### src/lmrt_pkg.sv
// Constants, field layouts and types of the laser module read-telegram block.
// Assumes a 125 MHz core clock and 32-bit Avalon-MM register words.
package lmrt_pkg;

  ////////////////////////////////////////////////////////////////////////////
  // Telegram commands and answer bytes.
  localparam logic [7:0] CMD_OP_STATE = 8'h84;
  localparam logic [7:0] CMD_HW_MODE  = 8'h14;
  localparam logic [7:0] CMD_POWER    = 8'h4e;
  localparam logic [7:0] FILL_BYTE    = 8'hff;
  localparam logic [7:0] CRC_INIT     = 8'h00;
  localparam logic [7:0] CRC_POLY     = 8'h07;
  // Bus device address; the value is arbitrary.
  localparam logic [6:0] I2C_DEV_ADDR = 7'h2a;
  localparam logic [3:0] BYTE_BITS    = 4'h8;
  localparam logic [1:0] TGM_LAST     = 2'h2;
  localparam logic [1:0] IDX_SAT      = 2'h3;

  ////////////////////////////////////////////////////////////////////////////
  // Operating state codes.
  localparam logic [2:0] ST_BOOT        = 3'h0;
  localparam logic [2:0] ST_IDLE_WAIT   = 3'h1;
  localparam logic [2:0] ST_OPERATIONAL = 3'h2;
  localparam logic [2:0] ST_MAINTENANCE = 3'h3;
  localparam logic [2:0] ST_FAULT       = 3'h4;
  localparam logic [2:0] ST_SLEEP       = 3'h5;

  ////////////////////////////////////////////////////////////////////////////
  // Answer latency after an accepted telegram.
  localparam int         CLK_PERIOD_NS = 8;
  localparam int         RESP_TIME_NS  = 1000;
  localparam int         RESP_CYCLES   = (RESP_TIME_NS + CLK_PERIOD_NS - 1) / CLK_PERIOD_NS;
  localparam logic [7:0] RESP_CNT      = 8'(RESP_CYCLES);

  ////////////////////////////////////////////////////////////////////////////
  // Register byte offsets and reset values.
  localparam logic [4:0] OFF_OP_STATE  = 5'h00;
  localparam logic [4:0] OFF_HW_MODE   = 5'h04;
  localparam logic [4:0] OFF_POWER     = 5'h08;
  localparam logic [4:0] OFF_WARN      = 5'h0c;
  localparam logic [4:0] OFF_LINK_STAT = 5'h10;
  localparam logic [4:0] OFF_IRQ_STAT  = 5'h14;
  localparam logic [4:0] OFF_IRQ_MASK  = 5'h18;
  localparam logic [2:0] RST_OP_STATE  = 3'h0;
  localparam logic [3:0] RST_HW_MODE   = 4'h4;
  localparam logic [7:0] RST_POWER     = 8'h00;
  localparam int         IRQ_W         = 3;
  localparam int         IRQ_TGM_OK    = 0;
  localparam int         IRQ_TGM_ERR   = 1;
  localparam int         IRQ_ANSWER    = 2;

  ////////////////////////////////////////////////////////////////////////////
  // Field layouts.
  typedef struct packed {
    logic sys_err;
    logic rsvd6;
    logic warn1;
    logic warn2;
    logic nack;
    logic rsvd2;
    logic tel_err;
    logic busy;
  } lmrt_sys_status_type;

  typedef struct packed {
    logic analog_en;
    logic sys_en_honour;
    logic dig_invert;
    logic dig_en;
  } lmrt_hw_mode_type;

  typedef struct packed {
    logic sys_err;
    logic warn1;
    logic warn2;
  } lmrt_warn_type;

  typedef struct packed {
    logic       nack;
    logic       tel_err;
    logic       ready;
    logic [7:0] cmd;
  } lmrt_link_stat_type;

  typedef enum logic [2:0] {
    L_IDLE, L_ADDR, L_AACK, L_RX, L_RACK, L_TX, L_TACK
  } lmrt_link_state_type;

endpackage

### src/lmrt_core.sv
// Read-telegram interpreter of the laser module: bus-slave link, answer
// builder and Avalon-MM register file with interrupt.
// Assumes SCL and SDA arrive asynchronously and the pad resolves open drain.
//
// Overview of operation
// - Op-state read uses sub address zero; the code does not check the sub address
// - Op-state codes zero to five only
// - Not ready: status, check byte, fill
// - Mode read: status, mode, check byte
// - Mode command reports driver unit mode byte
// - Mode bit 0: digital modulation enabled
// - Mode bit 1: digital input inverted
// - Mode bit 2 locked in safety variant
// - Mode bit 3: analog modulation enabled
// - Power command returns percent byte
// - Power is relative, not absolute
// - Check byte excludes device address byte
// - Power reports programmed, not measured value
//
// Our own choices: the placing of the registers and register access over Avalon-MM.
`timescale 1ns/1ns
`default_nettype none
module lmrt_core
  import lmrt_pkg::*;
(
  input  wire logic        i_clk,
  input  wire logic        i_rstn,
  input  wire logic [4:0]  i_avs_address,
  input  wire logic        i_avs_read,
  input  wire logic        i_avs_write,
  input  wire logic [31:0] i_avs_writedata,
  input  wire logic [3:0]  i_avs_byteenable,
  output logic      [31:0] o_avs_readdata,
  output logic             o_avs_waitrequest,
  input  wire logic        i_scl,
  input  wire logic        i_sda,
  output logic             o_sda_o,
  output logic             o_sda_oe,
  input  wire logic        i_safety_variant,
  output logic      [3:0]  o_hw_mode,
  output logic      [7:0]  o_power_pct,
  output logic      [2:0]  o_op_state,
  output logic             o_irq
);

  function automatic logic is_read_cmd(input logic [7:0] c);
    return (c == CMD_OP_STATE) || (c == CMD_HW_MODE) || (c == CMD_POWER);
  endfunction

  ////////////////////////////////////////////////////////////////////////////
  // Pin synchronisers and bus conditions.
  logic [1:0] scl_sy_r;
  logic [1:0] sda_sy_r;
  logic [1:0] safety_variant_sy_r;
  logic       scl_d_r;
  logic       sda_d_r;
  logic       scl_s;
  logic       sda_s;
  logic       safety_variant;
  logic       scl_rise;
  logic       scl_fall;
  logic       start;
  logic       stop;

  always_ff @(posedge i_clk) begin
    if (!i_rstn) begin
      scl_sy_r  <= 2'h3;
      sda_sy_r  <= 2'h3;
      safety_variant_sy_r <= 2'h0;
      scl_d_r   <= 1'b1;
      sda_d_r   <= 1'b1;
    end else begin
      scl_sy_r  <= {scl_sy_r[0], i_scl};
      sda_sy_r  <= {sda_sy_r[0], i_sda};
      safety_variant_sy_r <= {safety_variant_sy_r[0], i_safety_variant};
      scl_d_r   <= scl_sy_r[1];
      sda_d_r   <= sda_sy_r[1];
    end
  end

  assign scl_s    = scl_sy_r[1];
  assign sda_s    = sda_sy_r[1];
  assign safety_variant     = safety_variant_sy_r[1];
  assign scl_rise = scl_s & ~scl_d_r;
  assign scl_fall = ~scl_s & scl_d_r;
  assign start    = scl_s & scl_d_r & ~sda_s & sda_d_r;
  assign stop     = scl_s & scl_d_r & sda_s & ~sda_d_r;

  ////////////////////////////////////////////////////////////////////////////
  // Link state machine.
  lmrt_link_state_type st_r;
  lmrt_sys_status_type ans_stat_r;
  logic [3:0] bits_r;
  logic [7:0] sh_r;
  logic [7:0] tx_sh_r;
  logic [7:0] tx_byte;
  logic [1:0] rx_idx_r;
  logic [1:0] tx_idx_r;
  logic       sda_oe_r;
  logic       rd_r;
  logic       mack_r;
  logic       ans_full_r;
  logic [7:0] ans_data_r;
  logic [7:0] crc_r;
  logic [7:0] crc_dat;
  logic [7:0] crc_nxt;
  logic       byte_end;
  logic       addr_hit;
  logic       rx_done;
  logic       tx_load;
  logic       crc_upd_tx;

  assign byte_end = scl_fall && (bits_r == BYTE_BITS);
  assign addr_hit = (st_r == L_ADDR) && byte_end && (sh_r[7:1] == I2C_DEV_ADDR);
  assign rx_done  = (st_r == L_RX) && byte_end;
  assign tx_load  = scl_fall && (((st_r == L_AACK) && rd_r) || ((st_r == L_TACK) && mack_r));

  // The answer is frozen when the read address is taken, so a state change
  // during the transfer cannot split status and check byte.
  always_comb begin
    case (tx_idx_r)
      2'h0:    tx_byte = ans_stat_r;
      2'h1:    tx_byte = ans_full_r ? ans_data_r : crc_r;
      2'h2:    tx_byte = ans_full_r ? crc_r : FILL_BYTE;
      default: tx_byte = FILL_BYTE;
    endcase
  end

  always_ff @(posedge i_clk) begin
    if (!i_rstn) begin
      st_r     <= L_IDLE;
      bits_r   <= 4'h0;
      sh_r     <= 8'h00;
      tx_sh_r  <= 8'h00;
      sda_oe_r <= 1'b0;
      rd_r     <= 1'b0;
      mack_r   <= 1'b0;
      rx_idx_r <= 2'h0;
      tx_idx_r <= 2'h0;
    end else if (start) begin
      st_r     <= L_ADDR;
      bits_r   <= 4'h0;
      sda_oe_r <= 1'b0;
    end else if (stop) begin
      st_r     <= L_IDLE;
      sda_oe_r <= 1'b0;
    end else begin
      case (st_r)
        L_ADDR, L_RX: begin
          if (scl_rise) begin
            sh_r   <= {sh_r[6:0], sda_s};
            bits_r <= 4'(bits_r + 4'h1);
          end else if (rx_done || addr_hit) begin
            st_r     <= (st_r == L_RX) ? L_RACK : L_AACK;
            sda_oe_r <= 1'b1;
          end else if (byte_end) begin
            st_r <= L_IDLE;
          end
          if (addr_hit) begin
            rd_r     <= sh_r[0];
            rx_idx_r <= 2'h0;
            tx_idx_r <= 2'h0;
          end
          if (rx_done && rx_idx_r != IDX_SAT) begin
            rx_idx_r <= 2'(rx_idx_r + 2'h1);
          end
        end
        L_AACK, L_RACK: begin
          if (scl_fall) begin
            st_r     <= L_RX;
            bits_r   <= 4'h0;
            sda_oe_r <= 1'b0;
          end
        end
        L_TX: begin
          if (byte_end) begin
            st_r     <= L_TACK;
            sda_oe_r <= 1'b0;
          end else if (scl_fall) begin
            sda_oe_r <= ~tx_sh_r[7];
            tx_sh_r  <= {tx_sh_r[6:0], 1'b0};
            bits_r   <= 4'(bits_r + 4'h1);
          end
        end
        L_TACK: begin
          if (scl_rise) begin
            mack_r <= ~sda_s;
          end else if (scl_fall && !mack_r) begin
            st_r <= L_IDLE;
          end
        end
        default: begin
        end
      endcase
      if (tx_load) begin
        st_r     <= L_TX;
        sda_oe_r <= ~tx_byte[7];
        tx_sh_r  <= {tx_byte[6:0], 1'b0};
        bits_r   <= 4'h1;
        if (tx_idx_r != IDX_SAT) begin
          tx_idx_r <= 2'(tx_idx_r + 2'h1);
        end
      end
    end
  end

  assign o_sda_o  = 1'b0;
  assign o_sda_oe = sda_oe_r;

  ////////////////////////////////////////////////////////////////////////////
  // Check byte: restarted at every start, so the address byte never enters.
  assign crc_upd_tx = tx_load && ((tx_idx_r == 2'h0) || ((tx_idx_r == 2'h1) && ans_full_r));
  assign crc_dat    = (st_r == L_RX) ? sh_r : tx_byte;

  lmrt_crc8 u_crc (
    .i_crc  (crc_r),
    .i_data (crc_dat),
    .o_crc  (crc_nxt)
  );

  always_ff @(posedge i_clk) begin
    if (!i_rstn || start) begin
      crc_r <= CRC_INIT;
    end else if ((rx_done && rx_idx_r < TGM_LAST) || crc_upd_tx) begin
      crc_r <= crc_nxt;
    end
  end

  ////////////////////////////////////////////////////////////////////////////
  // Telegram interpretation and answer readiness.
  logic [7:0] cmd_rx_r;
  logic [7:0] pend_cmd_r;
  logic [7:0] busy_cnt_r;
  logic       have_cmd_r;
  logic       tel_err_r;
  logic       nack_r;
  logic       tgm_done;
  logic       tgm_ok;
  logic       premature;
  logic       ready;
  logic [2:0] op_state_r;
  logic [7:0] power_r;
  lmrt_hw_mode_type    mode_r;
  lmrt_warn_type       warn_r;
  lmrt_sys_status_type stat_now;
  logic [7:0]          data_now;

  assign tgm_done  = rx_done && (rx_idx_r == TGM_LAST);
  assign tgm_ok    = tgm_done && (sh_r == crc_r);
  assign premature = stop && !rd_r && (st_r == L_RX || st_r == L_RACK)
                     && rx_idx_r != 2'h0 && rx_idx_r != IDX_SAT;
  assign ready     = have_cmd_r && (busy_cnt_r == 8'h00);

  // The sub address only feeds the check byte; only one master unit exists.
  always_ff @(posedge i_clk) begin
    if (!i_rstn) begin
      cmd_rx_r <= 8'h00;
    end else if (rx_done && rx_idx_r == 2'h0) begin
      cmd_rx_r <= sh_r;
    end
  end

  always_ff @(posedge i_clk) begin
    if (!i_rstn) begin
      pend_cmd_r <= 8'h00;
      have_cmd_r <= 1'b0;
      busy_cnt_r <= 8'h00;
      tel_err_r  <= 1'b0;
      nack_r     <= 1'b0;
    end else if (tgm_done) begin
      if (!tgm_ok) begin
        tel_err_r <= 1'b1;
      end else if (is_read_cmd(cmd_rx_r)) begin
        pend_cmd_r <= cmd_rx_r;
        have_cmd_r <= 1'b1;
        busy_cnt_r <= RESP_CNT;
        tel_err_r  <= 1'b0;
        nack_r     <= 1'b0;
      end else begin
        tel_err_r <= 1'b0;
        nack_r    <= 1'b1;
      end
    end else begin
      if (premature) begin
        nack_r <= 1'b1;
      end
      if (busy_cnt_r != 8'h00) begin
        busy_cnt_r <= 8'(busy_cnt_r - 8'h01);
      end
    end
  end

  always_comb begin
    stat_now         = '0;
    stat_now.busy    = busy_cnt_r != 8'h00;
    stat_now.tel_err = tel_err_r;
    stat_now.nack    = nack_r;
    stat_now.warn2   = warn_r.warn2;
    stat_now.warn1   = warn_r.warn1;
    stat_now.sys_err = warn_r.sys_err;
    case (pend_cmd_r)
      CMD_OP_STATE: data_now = {5'h00, op_state_r};
      CMD_HW_MODE:  data_now = {4'h0, mode_r};
      CMD_POWER:    data_now = power_r;
      default:      data_now = 8'h00;
    endcase
  end

  always_ff @(posedge i_clk) begin
    if (!i_rstn) begin
      ans_stat_r <= '0;
      ans_full_r <= 1'b0;
      ans_data_r <= 8'h00;
    end else if (addr_hit && sh_r[0]) begin
      ans_stat_r <= stat_now;
      ans_full_r <= ready;
      ans_data_r <= data_now;
    end
  end

  ////////////////////////////////////////////////////////////////////////////
  // Avalon-MM slave: every access is answered on its second edge.
  logic        ack_r;
  logic        req;
  logic        wr_en;
  logic        rd_clr;
  logic [31:0] rd_mux;
  logic [31:0] rdata_r;
  logic [IRQ_W-1:0] irq_stat_r;
  logic [IRQ_W-1:0] irq_mask_r;
  logic [IRQ_W-1:0] irq_ev;
  lmrt_link_stat_type link_stat;

  assign req               = i_avs_read | i_avs_write;
  assign o_avs_waitrequest = req & ~ack_r;
  assign wr_en             = i_avs_write & ack_r & i_avs_byteenable[0];
  assign rd_clr            = i_avs_read & ack_r & (i_avs_address == OFF_IRQ_STAT);
  assign link_stat         = '{nack: nack_r, tel_err: tel_err_r, ready: ready, cmd: pend_cmd_r};

  always_comb begin
    case (i_avs_address)
      OFF_OP_STATE:  rd_mux = 32'(op_state_r);
      OFF_HW_MODE:   rd_mux = 32'(mode_r);
      OFF_POWER:     rd_mux = 32'(power_r);
      OFF_WARN:      rd_mux = 32'(warn_r);
      OFF_LINK_STAT: rd_mux = 32'(link_stat);
      OFF_IRQ_STAT:  rd_mux = 32'(irq_stat_r);
      OFF_IRQ_MASK:  rd_mux = 32'(irq_mask_r);
      default:       rd_mux = 32'h0000_0000;
    endcase
  end

  always_ff @(posedge i_clk) begin
    if (!i_rstn) begin
      ack_r   <= 1'b0;
      rdata_r <= 32'h0000_0000;
    end else begin
      ack_r <= req & ~ack_r;
      if (i_avs_read && !ack_r) begin
        rdata_r <= rd_mux;
      end
    end
  end

  assign o_avs_readdata = rdata_r;

  // Out-of-range state codes are dropped rather than clipped, so software
  // never sees a state it did not ask for.
  always_ff @(posedge i_clk) begin
    if (!i_rstn) begin
      op_state_r <= RST_OP_STATE;
      mode_r     <= RST_HW_MODE;
      power_r    <= RST_POWER;
      warn_r     <= '0;
      irq_mask_r <= '0;
    end else if (wr_en) begin
      case (i_avs_address)
        OFF_OP_STATE: begin
          if (i_avs_writedata[2:0] <= ST_SLEEP) begin
            op_state_r <= i_avs_writedata[2:0];
          end
        end
        OFF_HW_MODE: begin
          mode_r.dig_en     <= i_avs_writedata[0];
          mode_r.dig_invert <= i_avs_writedata[1];
          mode_r.analog_en  <= i_avs_writedata[3];
          if (!safety_variant) begin
            mode_r.sys_en_honour <= i_avs_writedata[2];
          end
        end
        OFF_POWER:     power_r    <= i_avs_writedata[7:0];
        OFF_WARN:      warn_r     <= i_avs_writedata[2:0];
        OFF_IRQ_MASK:  irq_mask_r <= i_avs_writedata[IRQ_W-1:0];
        default: begin
        end
      endcase
    end
  end

  assign o_op_state  = op_state_r;
  assign o_hw_mode   = mode_r;
  assign o_power_pct = power_r;

  ////////////////////////////////////////////////////////////////////////////
  // Interrupt: a new event wins over a clearing read in the same cycle.
  always_comb begin
    irq_ev              = '0;
    irq_ev[IRQ_TGM_OK]  = tgm_ok;
    irq_ev[IRQ_TGM_ERR] = tgm_done & ~tgm_ok;
    irq_ev[IRQ_ANSWER]  = addr_hit & sh_r[0];
  end

  always_ff @(posedge i_clk) begin
    if (!i_rstn) begin
      irq_stat_r <= '0;
    end else begin
      irq_stat_r <= (rd_clr ? '0 : irq_stat_r) | irq_ev;
    end
  end

  assign o_irq = |(irq_stat_r & irq_mask_r);

  logic snap;
  assign snap = addr_hit && sh_r[0] && ready;
endmodule
`default_nettype wire

### src/lmrt_crc8.sv
// One byte step of the telegram check byte, MSB first.
// Assumes the caller holds the running value in its own register.
`timescale 1ns/1ns
`default_nettype none
module lmrt_crc8
  import lmrt_pkg::*;
(
  input  wire logic [7:0] i_crc,
  input  wire logic [7:0] i_data,
  output logic      [7:0] o_crc
);

  logic [7:0] c;

  always_comb begin
    c = i_crc ^ i_data;
    for (int k = 0; k < 8; k++) begin
      c = c[7] ? ((c << 1) ^ CRC_POLY) : (c << 1);
    end
    o_crc = c;
  end

endmodule
`default_nettype wire

### config.mk
export PLATFORM = sky130hd
export DESIGN_NAME = lmrt_core
export DESIGN_NICKNAME = d
export VERILOG_FILES = /design/src/lmrt_pkg.sv /design/src/lmrt_core.sv /design/src/lmrt_crc8.sv
export SDC_FILE = /design/constraint.sdc
export NUM_CORES = 1
export LEC_CHECK = 0
export BUFFER_PORTS_ARGS = -buffer_cell sky130_fd_sc_hd__buf_2
export CAP_MARGIN = 10
export CORE_MARGIN = 4
export CORE_UTILIZATION = 35
export DETAILED_ROUTE_END_ITERATION = 8
export PLACE_DENSITY = 0.53
export SETUP_SLACK_MARGIN = 0.5
export SYNTH_ARGS = -nofsm -noshare
export SYNTH_HDL_FRONTEND = slang
export SYNTH_SLANG_ARGS = --single-unit
### constraint.sdc
create_clock -name i_clk -period 2.7 [get_ports i_clk]
set_input_delay 0.27 -clock i_clk [delete_from_list [all_inputs] [get_ports i_clk]]
set_output_delay 0.27 -clock i_clk [all_outputs]
set_load 0.02 [all_outputs]
==> flow_summary.html <==
<table>
<tr><th>Metric</th><th>Value</th></tr>
<tr><th colspan="2">Worst setup path</th></tr>
<tr><td>Startpoint class of the critical path</td><td>flop</td></tr>
<tr><td>Depth of the worst register-to-register path</td><td>9</td></tr>
<tr><td>Kind of critical path</td><td>flop to flop</td></tr>
<tr><td>Arrival time at the worst endpoint</td><td>between 2 and 3 ns</td></tr>
<tr><td>Reg2reg start</td><td>tx_idx_r[0]</td></tr>
<tr><td>Setup slack, reg-to-reg</td><td>just over 0.5 ns</td></tr>
<tr><td>Endpoint class of the critical path</td><td>flop</td></tr>
<tr><td>Critical path peak fanout</td><td>7</td></tr>
<tr><td>Crit Reg-Reg Endpoint</td><td>crc_r[1]</td></tr>
<tr><td>Required time of the critical path</td><td>between 3 and 4 ns</td></tr>
<tr><th colspan="2">Min path</th></tr>
<tr><td>End point of the worst hold path</td><td>sda_sy_r[0]</td></tr>
<tr><td>Worst hold path class</td><td>input port to flop</td></tr>
<tr><td>Start point of the worst hold path</td><td>i_sda</td></tr>
<tr><td>Cell depth of the worst min-delay path</td><td>2</td></tr>
<tr><th colspan="2">Floorplanning</th></tr>
<tr><td>Row Count</td><td>49</td></tr>
<tr><td>Width of the chip</td><td>143 µm</td></tr>
<tr><td>Initial cell density of the core</td><td>0.356</td></tr>
<tr><td>Top-level I/O count</td><td>99</td></tr>
<tr><td>Core area</td><td>18000 µm²</td></tr>
<tr><td>Total Die Area</td><td>20500 µm²</td></tr>
<tr><td>Height of the die</td><td>~140 µm</td></tr>
<tr><th colspan="2">Global route</th></tr>
<tr><td>Global-route wire length before repair</td><td>just under 30000 µm</td></tr>
<tr><td>Total global routing track utilization</td><td>0.182</td></tr>
<tr><td>Number of global-route vias before repair</td><td>about 5600</td></tr>
<tr><td>Number of antenna violations at the first check in global routing</td><td>0</td></tr>
<tr><td>Maximum number of pins on one net before global-route repair</td><td>43</td></tr>
<tr><td>Remaining global-route overflow</td><td>0</td></tr>
<tr><th colspan="2">Drt</th></tr>
<tr><td>Post-DR wirelength/cell</td><td>17.2 µm</td></tr>
<tr><td>Number of DRC violations after detailed routing</td><td>0</td></tr>
<tr><td>Total met2 wirelength after detailed routing</td><td>about 8900 µm</td></tr>
<tr><td>Top Layer Used</td><td>met4</td></tr>
<tr><td>Routed length on met3</td><td>825 µm</td></tr>
<tr><td>Antenna viol nets, final</td><td>0</td></tr>
<tr><td>Number of vias per cell after detailed routing</td><td>between 5 and 6</td></tr>
<tr><td>Number of detailed-route iterations in the first pass</td><td>5</td></tr>
<tr><td>Final routed wirelength across all metal layers</td><td>~18000 µm</td></tr>
<tr><td>Number of DRC markers after the initial detailed-route iteration</td><td>approximately 370</td></tr>
<tr><td>Overall via count from detail_route</td><td>5576</td></tr>
<tr><td>Detailed-route wire length on metal 1</td><td>roughly 8000 µm</td></tr>
<tr><th colspan="2">STA</th></tr>
<tr><td>Max Clock Freq</td><td>456 MHz</td></tr>
<tr><td>Final Hold Viols</td><td>0</td></tr>
<tr><td>Worst clock skew</td><td>~0.009 ns</td></tr>
<tr><td>Relative slew slack</td><td>0.487</td></tr>
<tr><td>Final Worst Setup Slack</td><td>slightly above 0.5 ns</td></tr>
<tr><td>Final Critical Period</td><td>approximately 2.2 ns</td></tr>
<tr><td>Measured slew at the worst slew-check pin</td><td>0.759 ns</td></tr>
<tr><td>Final worst-path cycle share</td><td>0.812</td></tr>
<tr><td>Setup TNS</td><td>0 ns</td></tr>
<tr><td>Worst Hold Slack</td><td>around 0.043 ns</td></tr>
<tr><td>Setup repair after global routing missed its margin</td><td>yes</td></tr>
<tr><td>Final setup violation count</td><td>0</td></tr>
<tr><td>Fin. max-slew vios</td><td>0</td></tr>
<tr><th colspan="2">Placed design</th></tr>
<tr><td>HPWL after detailed placement</td><td>13200 µm</td></tr>
<tr><td>Placer Congestion</td><td>0.928</td></tr>
<tr><td>Pre-CTS setup slack</td><td>0.232 ns</td></tr>
<tr><td>Port Buffer Count</td><td>slightly below 50</td></tr>
<tr><td># placed instances</td><td>between 1000 and 1500</td></tr>
<tr><td>Placed cell area</td><td>slightly below 7000 µm²</td></tr>
<tr><th colspan="2">Power and ir drop</th></tr>
<tr><td>Switch Pwr</td><td>around 1.3 mW</td></tr>
<tr><td>Seq pwr share</td><td>0.393</td></tr>
<tr><td>Logic pwr share</td><td>0.151</td></tr>
<tr><td>Power density cells</td><td>644 nW/µm²</td></tr>
<tr><td>Largest voltage drop on the vdd net</td><td>434 µV</td></tr>
<tr><td>Cell-internal power</td><td>roughly 3.7 mW</td></tr>
<tr><td>Tot Pwr</td><td>between 5 and 6 mW</td></tr>
<tr><td>Clock power share</td><td>0.455</td></tr>
<tr><td>Switching power share of the total</td><td>0.269</td></tr>
<tr><td>Leakage power figure</td><td>2.98 nW</td></tr>
<tr><th colspan="2">Logic synthesis</th></tr>
<tr><td>Post-synth top area share</td><td>0.385</td></tr>
<tr><td>EDFF count, synth</td><td>0</td></tr>
<tr><td>Sequential fraction of the synthesis area</td><td>0.385</td></tr>
<tr><td>Synthesis warning total</td><td>0</td></tr>
<tr><td>Synthesized area per cell</td><td>about 8.5 µm²</td></tr>
<tr><td>Synth Flop Type</td><td>sky130_fd_sc_hd__dfxtp_1</td></tr>
<tr><td>Dominant cells by area after synthesis</td><td>sky130_fd_sc_hd__dfxtp_1 (39%), sky130_fd_sc_hd__nand2_1 (5.6%), sky130_fd_sc_hd__a21boi_0 (5.3%)</td></tr>
<tr><td>Library cell with the highest instance count after synthesis</td><td>sky130_fd_sc_hd__dfxtp_1</td></tr>
<tr><td>Commonest cells post-synth</td><td>sky130_fd_sc_hd__dfxtp_1 (123), sky130_fd_sc_hd__nand2_1 (96), sky130_fd_sc_hd__nor2_1 (49), sky130_fd_sc_hd__a21boi_0 (45), sky130_fd_sc_hd__nand3_1 (42)</td></tr>
<tr><td>Flops &amp; latches, synth</td><td>123</td></tr>
<tr><td>Post-synthesis cell area</td><td>~6400 µm²</td></tr>
<tr><td>Count of cell types in the netlist</td><td>67</td></tr>
<tr><td>Cell count after synthesis</td><td>~750</td></tr>
<tr><td>Cell taking the most area after synthesis</td><td>sky130_fd_sc_hd__dfxtp_1</td></tr>
<tr><td>Share of synthesized flip-flops with an asynchronous set or reset</td><td>0</td></tr>
<tr><th colspan="2">Final layout</th></tr>
<tr><td>Final standard cell count with taps included and fillers excluded</td><td>1056</td></tr>
<tr><td>Antenna cells</td><td>0</td></tr>
<tr><td>Total number of nets in the final design</td><td>between 800 and 900</td></tr>
<tr><td>Utilization of the core after routing</td><td>0.433</td></tr>
<tr><td>Fraction of layout cells with a size suffix above 1</td><td>0.207</td></tr>
<tr><td>Finished layout cell area</td><td>about 7800 µm²</td></tr>
<tr><td>Number of fill cells in the layout</td><td>around 1800</td></tr>
<tr><td>Area overhead of the layout relative to synthesis</td><td>21.7%</td></tr>
<tr><th colspan="2">Clocking</th></tr>
<tr><td>Clock transition at the registers of the reported paths</td><td>0.05 ns</td></tr>
<tr><td>Clock root cell</td><td>sky130_fd_sc_hd__clkbuf_16</td></tr>
<tr><td>Cts bufs inserted</td><td>17</td></tr>
<tr><td>Clock latency at the later pin of the worst-skew pair</td><td>about 0.43 ns</td></tr>
<tr><td>Clock tree from TritonCTS</td><td>built</td></tr>
<tr><td>Clock tree buffer depth</td><td>2</td></tr>
<tr><td>Clock sinks</td><td>roughly 120</td></tr>
<tr><td>Maximum level of the CTS H-tree</td><td>4</td></tr>
<tr><th colspan="2">Run status</th></tr>
<tr><td>Outcome</td><td>completed</td></tr>
<tr><th colspan="2">Run</th></tr>
<tr><td>Number of maximum-capacitance violations</td><td>0</td></tr>
</table>
## worst max-delay path, cell delays in order (launching register included)
cell and delay [ns]:
sky130_fd_sc_hd__dfxtp_4 0.39, sky130_fd_sc_hd__inv_4 0.06, sky130_fd_sc_hd__ha_4 0.20, sky130_fd_sc_hd__a221oi_2 0.27, sky130_fd_sc_hd__o211ai_1 0.18, sky130_fd_sc_hd__mux2i_2 0.28
sky130_fd_sc_hd__xnor2_2 0.11, sky130_fd_sc_hd__xnor2_2 0.25, sky130_fd_sc_hd__xnor2_1 0.11, sky130_fd_sc_hd__a211oi_1 0.24
## flip-flops by register name, summed over array words and instances, names as in the netlist, 4 cells and up
name and count:
ans_data_r 8, cmd_rx_r 8, busy_cnt_r 8, crc_r 8
o_power_pct 8, pend_cmd_r 8, sh_r 8, ans_stat_r 6
o_hw_mode 4, o_avs_readdata 11, tx_sh_r 7, bits_r 4
## metal layers
| metal | vias to the layer above | global-route usage |
|---|---|---|
| li1 | 2742 | - |
| met1 | 2662 | 0.223 |
| met2 | 144 | 0.309 |
| met3 | 28 | 0.0455 |
| met4 | 0 | 0.0640 |
| met5 | - | 0 |
## logic make-up (layout without fill, tap and decap cells)
family | Yosys count | in the layout | synth area share
flip-flops | 123 | 123 | 0.385
AO/OA/AOI/OAI | 181 | 181 | 0.203
multiplexers | 18 | 18 | 0.0300
other | 1 | 22 | 0.000587
AND/OR/NAND/NOR | 306 | 306 | 0.245
buffers and inverters | 72 | 130 | 0.0601
XOR/XNOR | 37 | 37 | 0.0566
adder cells (fa/ha/maj) | 10 | 10 | 0.0196
## layout by cell type, fill, tap and decap left out, drive strengths merged, types with 10 or more instances in the layout
| cell type | count |
|---|---|
| buf | 87 |
| nor3 | 14 |
| ha | 10 |
| a21boi | 57 |
| dfxtp | 123 |
| a22oi | 15 |
| o21ai | 20 |
| mux2i | 12 |
| clkbuf | 19 |
| a31oi | 11 |
| nor2 | 50 |
| nand2 | 96 |
| xnor2 | 22 |
| a21oi | 28 |
| nor2b | 27 |
| xor2 | 15 |
| conb | 22 |
| inv | 13 |
| a211oi | 13 |
| nand3 | 43 |
| nand2b | 20 |
| and2 | 13 |
## what timing repair did
item,CTS,global route
endpoints found under the setup margin,44,48
resized for setup,30,23
hold buffers,0,0
buffers inserted,3,11
pin swaps,9,19
## cell type report
cell class / instances / area (µm²) / share of cell area
inverters: 13 / 53.8 / 0.00692
repair buffers: 87 / 534 / 0.0687
multi-input cells: 574 / 3840 / 0.494
clock inverters: 11 / 149 / 0.0191
well taps: 229 / 287 / 0.0368
flip-flops and latches: 123 / 2480 / 0.318
clock buffers: 19 / 433 / 0.0557
## worst max path at each step
stage | to | slack [ns] | from | depth (start not counted)
5_1_grt | crc_r[4] | 0.37 | tx_idx_r[1] | 9
3_3_place_gp | busy_cnt_r[1] | 0.31 | st_r[1] | 7
2_1_floorplan | crc_r[4] | 0.63 | tx_idx_r[0] | 9
3_5_place_dp | crc_r[0] | 0.23 | tx_idx_r[0] | 9
6_report | crc_r[1] | 0.51 | tx_idx_r[0] | 9
4_1_cts | crc_r[1] | 0.49 | tx_idx_r[0] | 9
## power groups by stage
stage | clock, mW | combinational, mW | sequential (mW)
2_1_floorplan | 0 | 0.548 | 1.97
3_3_place_gp | 0 | 0.652 | 1.99
4_1_cts | 2.32 | 0.695 | 1.96
3_5_place_dp | 0 | 0.673 | 2.00
6_report | 2.28 | 0.759 | 1.97
5_1_grt | 2.40 | 0.838 | 1.98
Power figures use the tool's default switching activity.
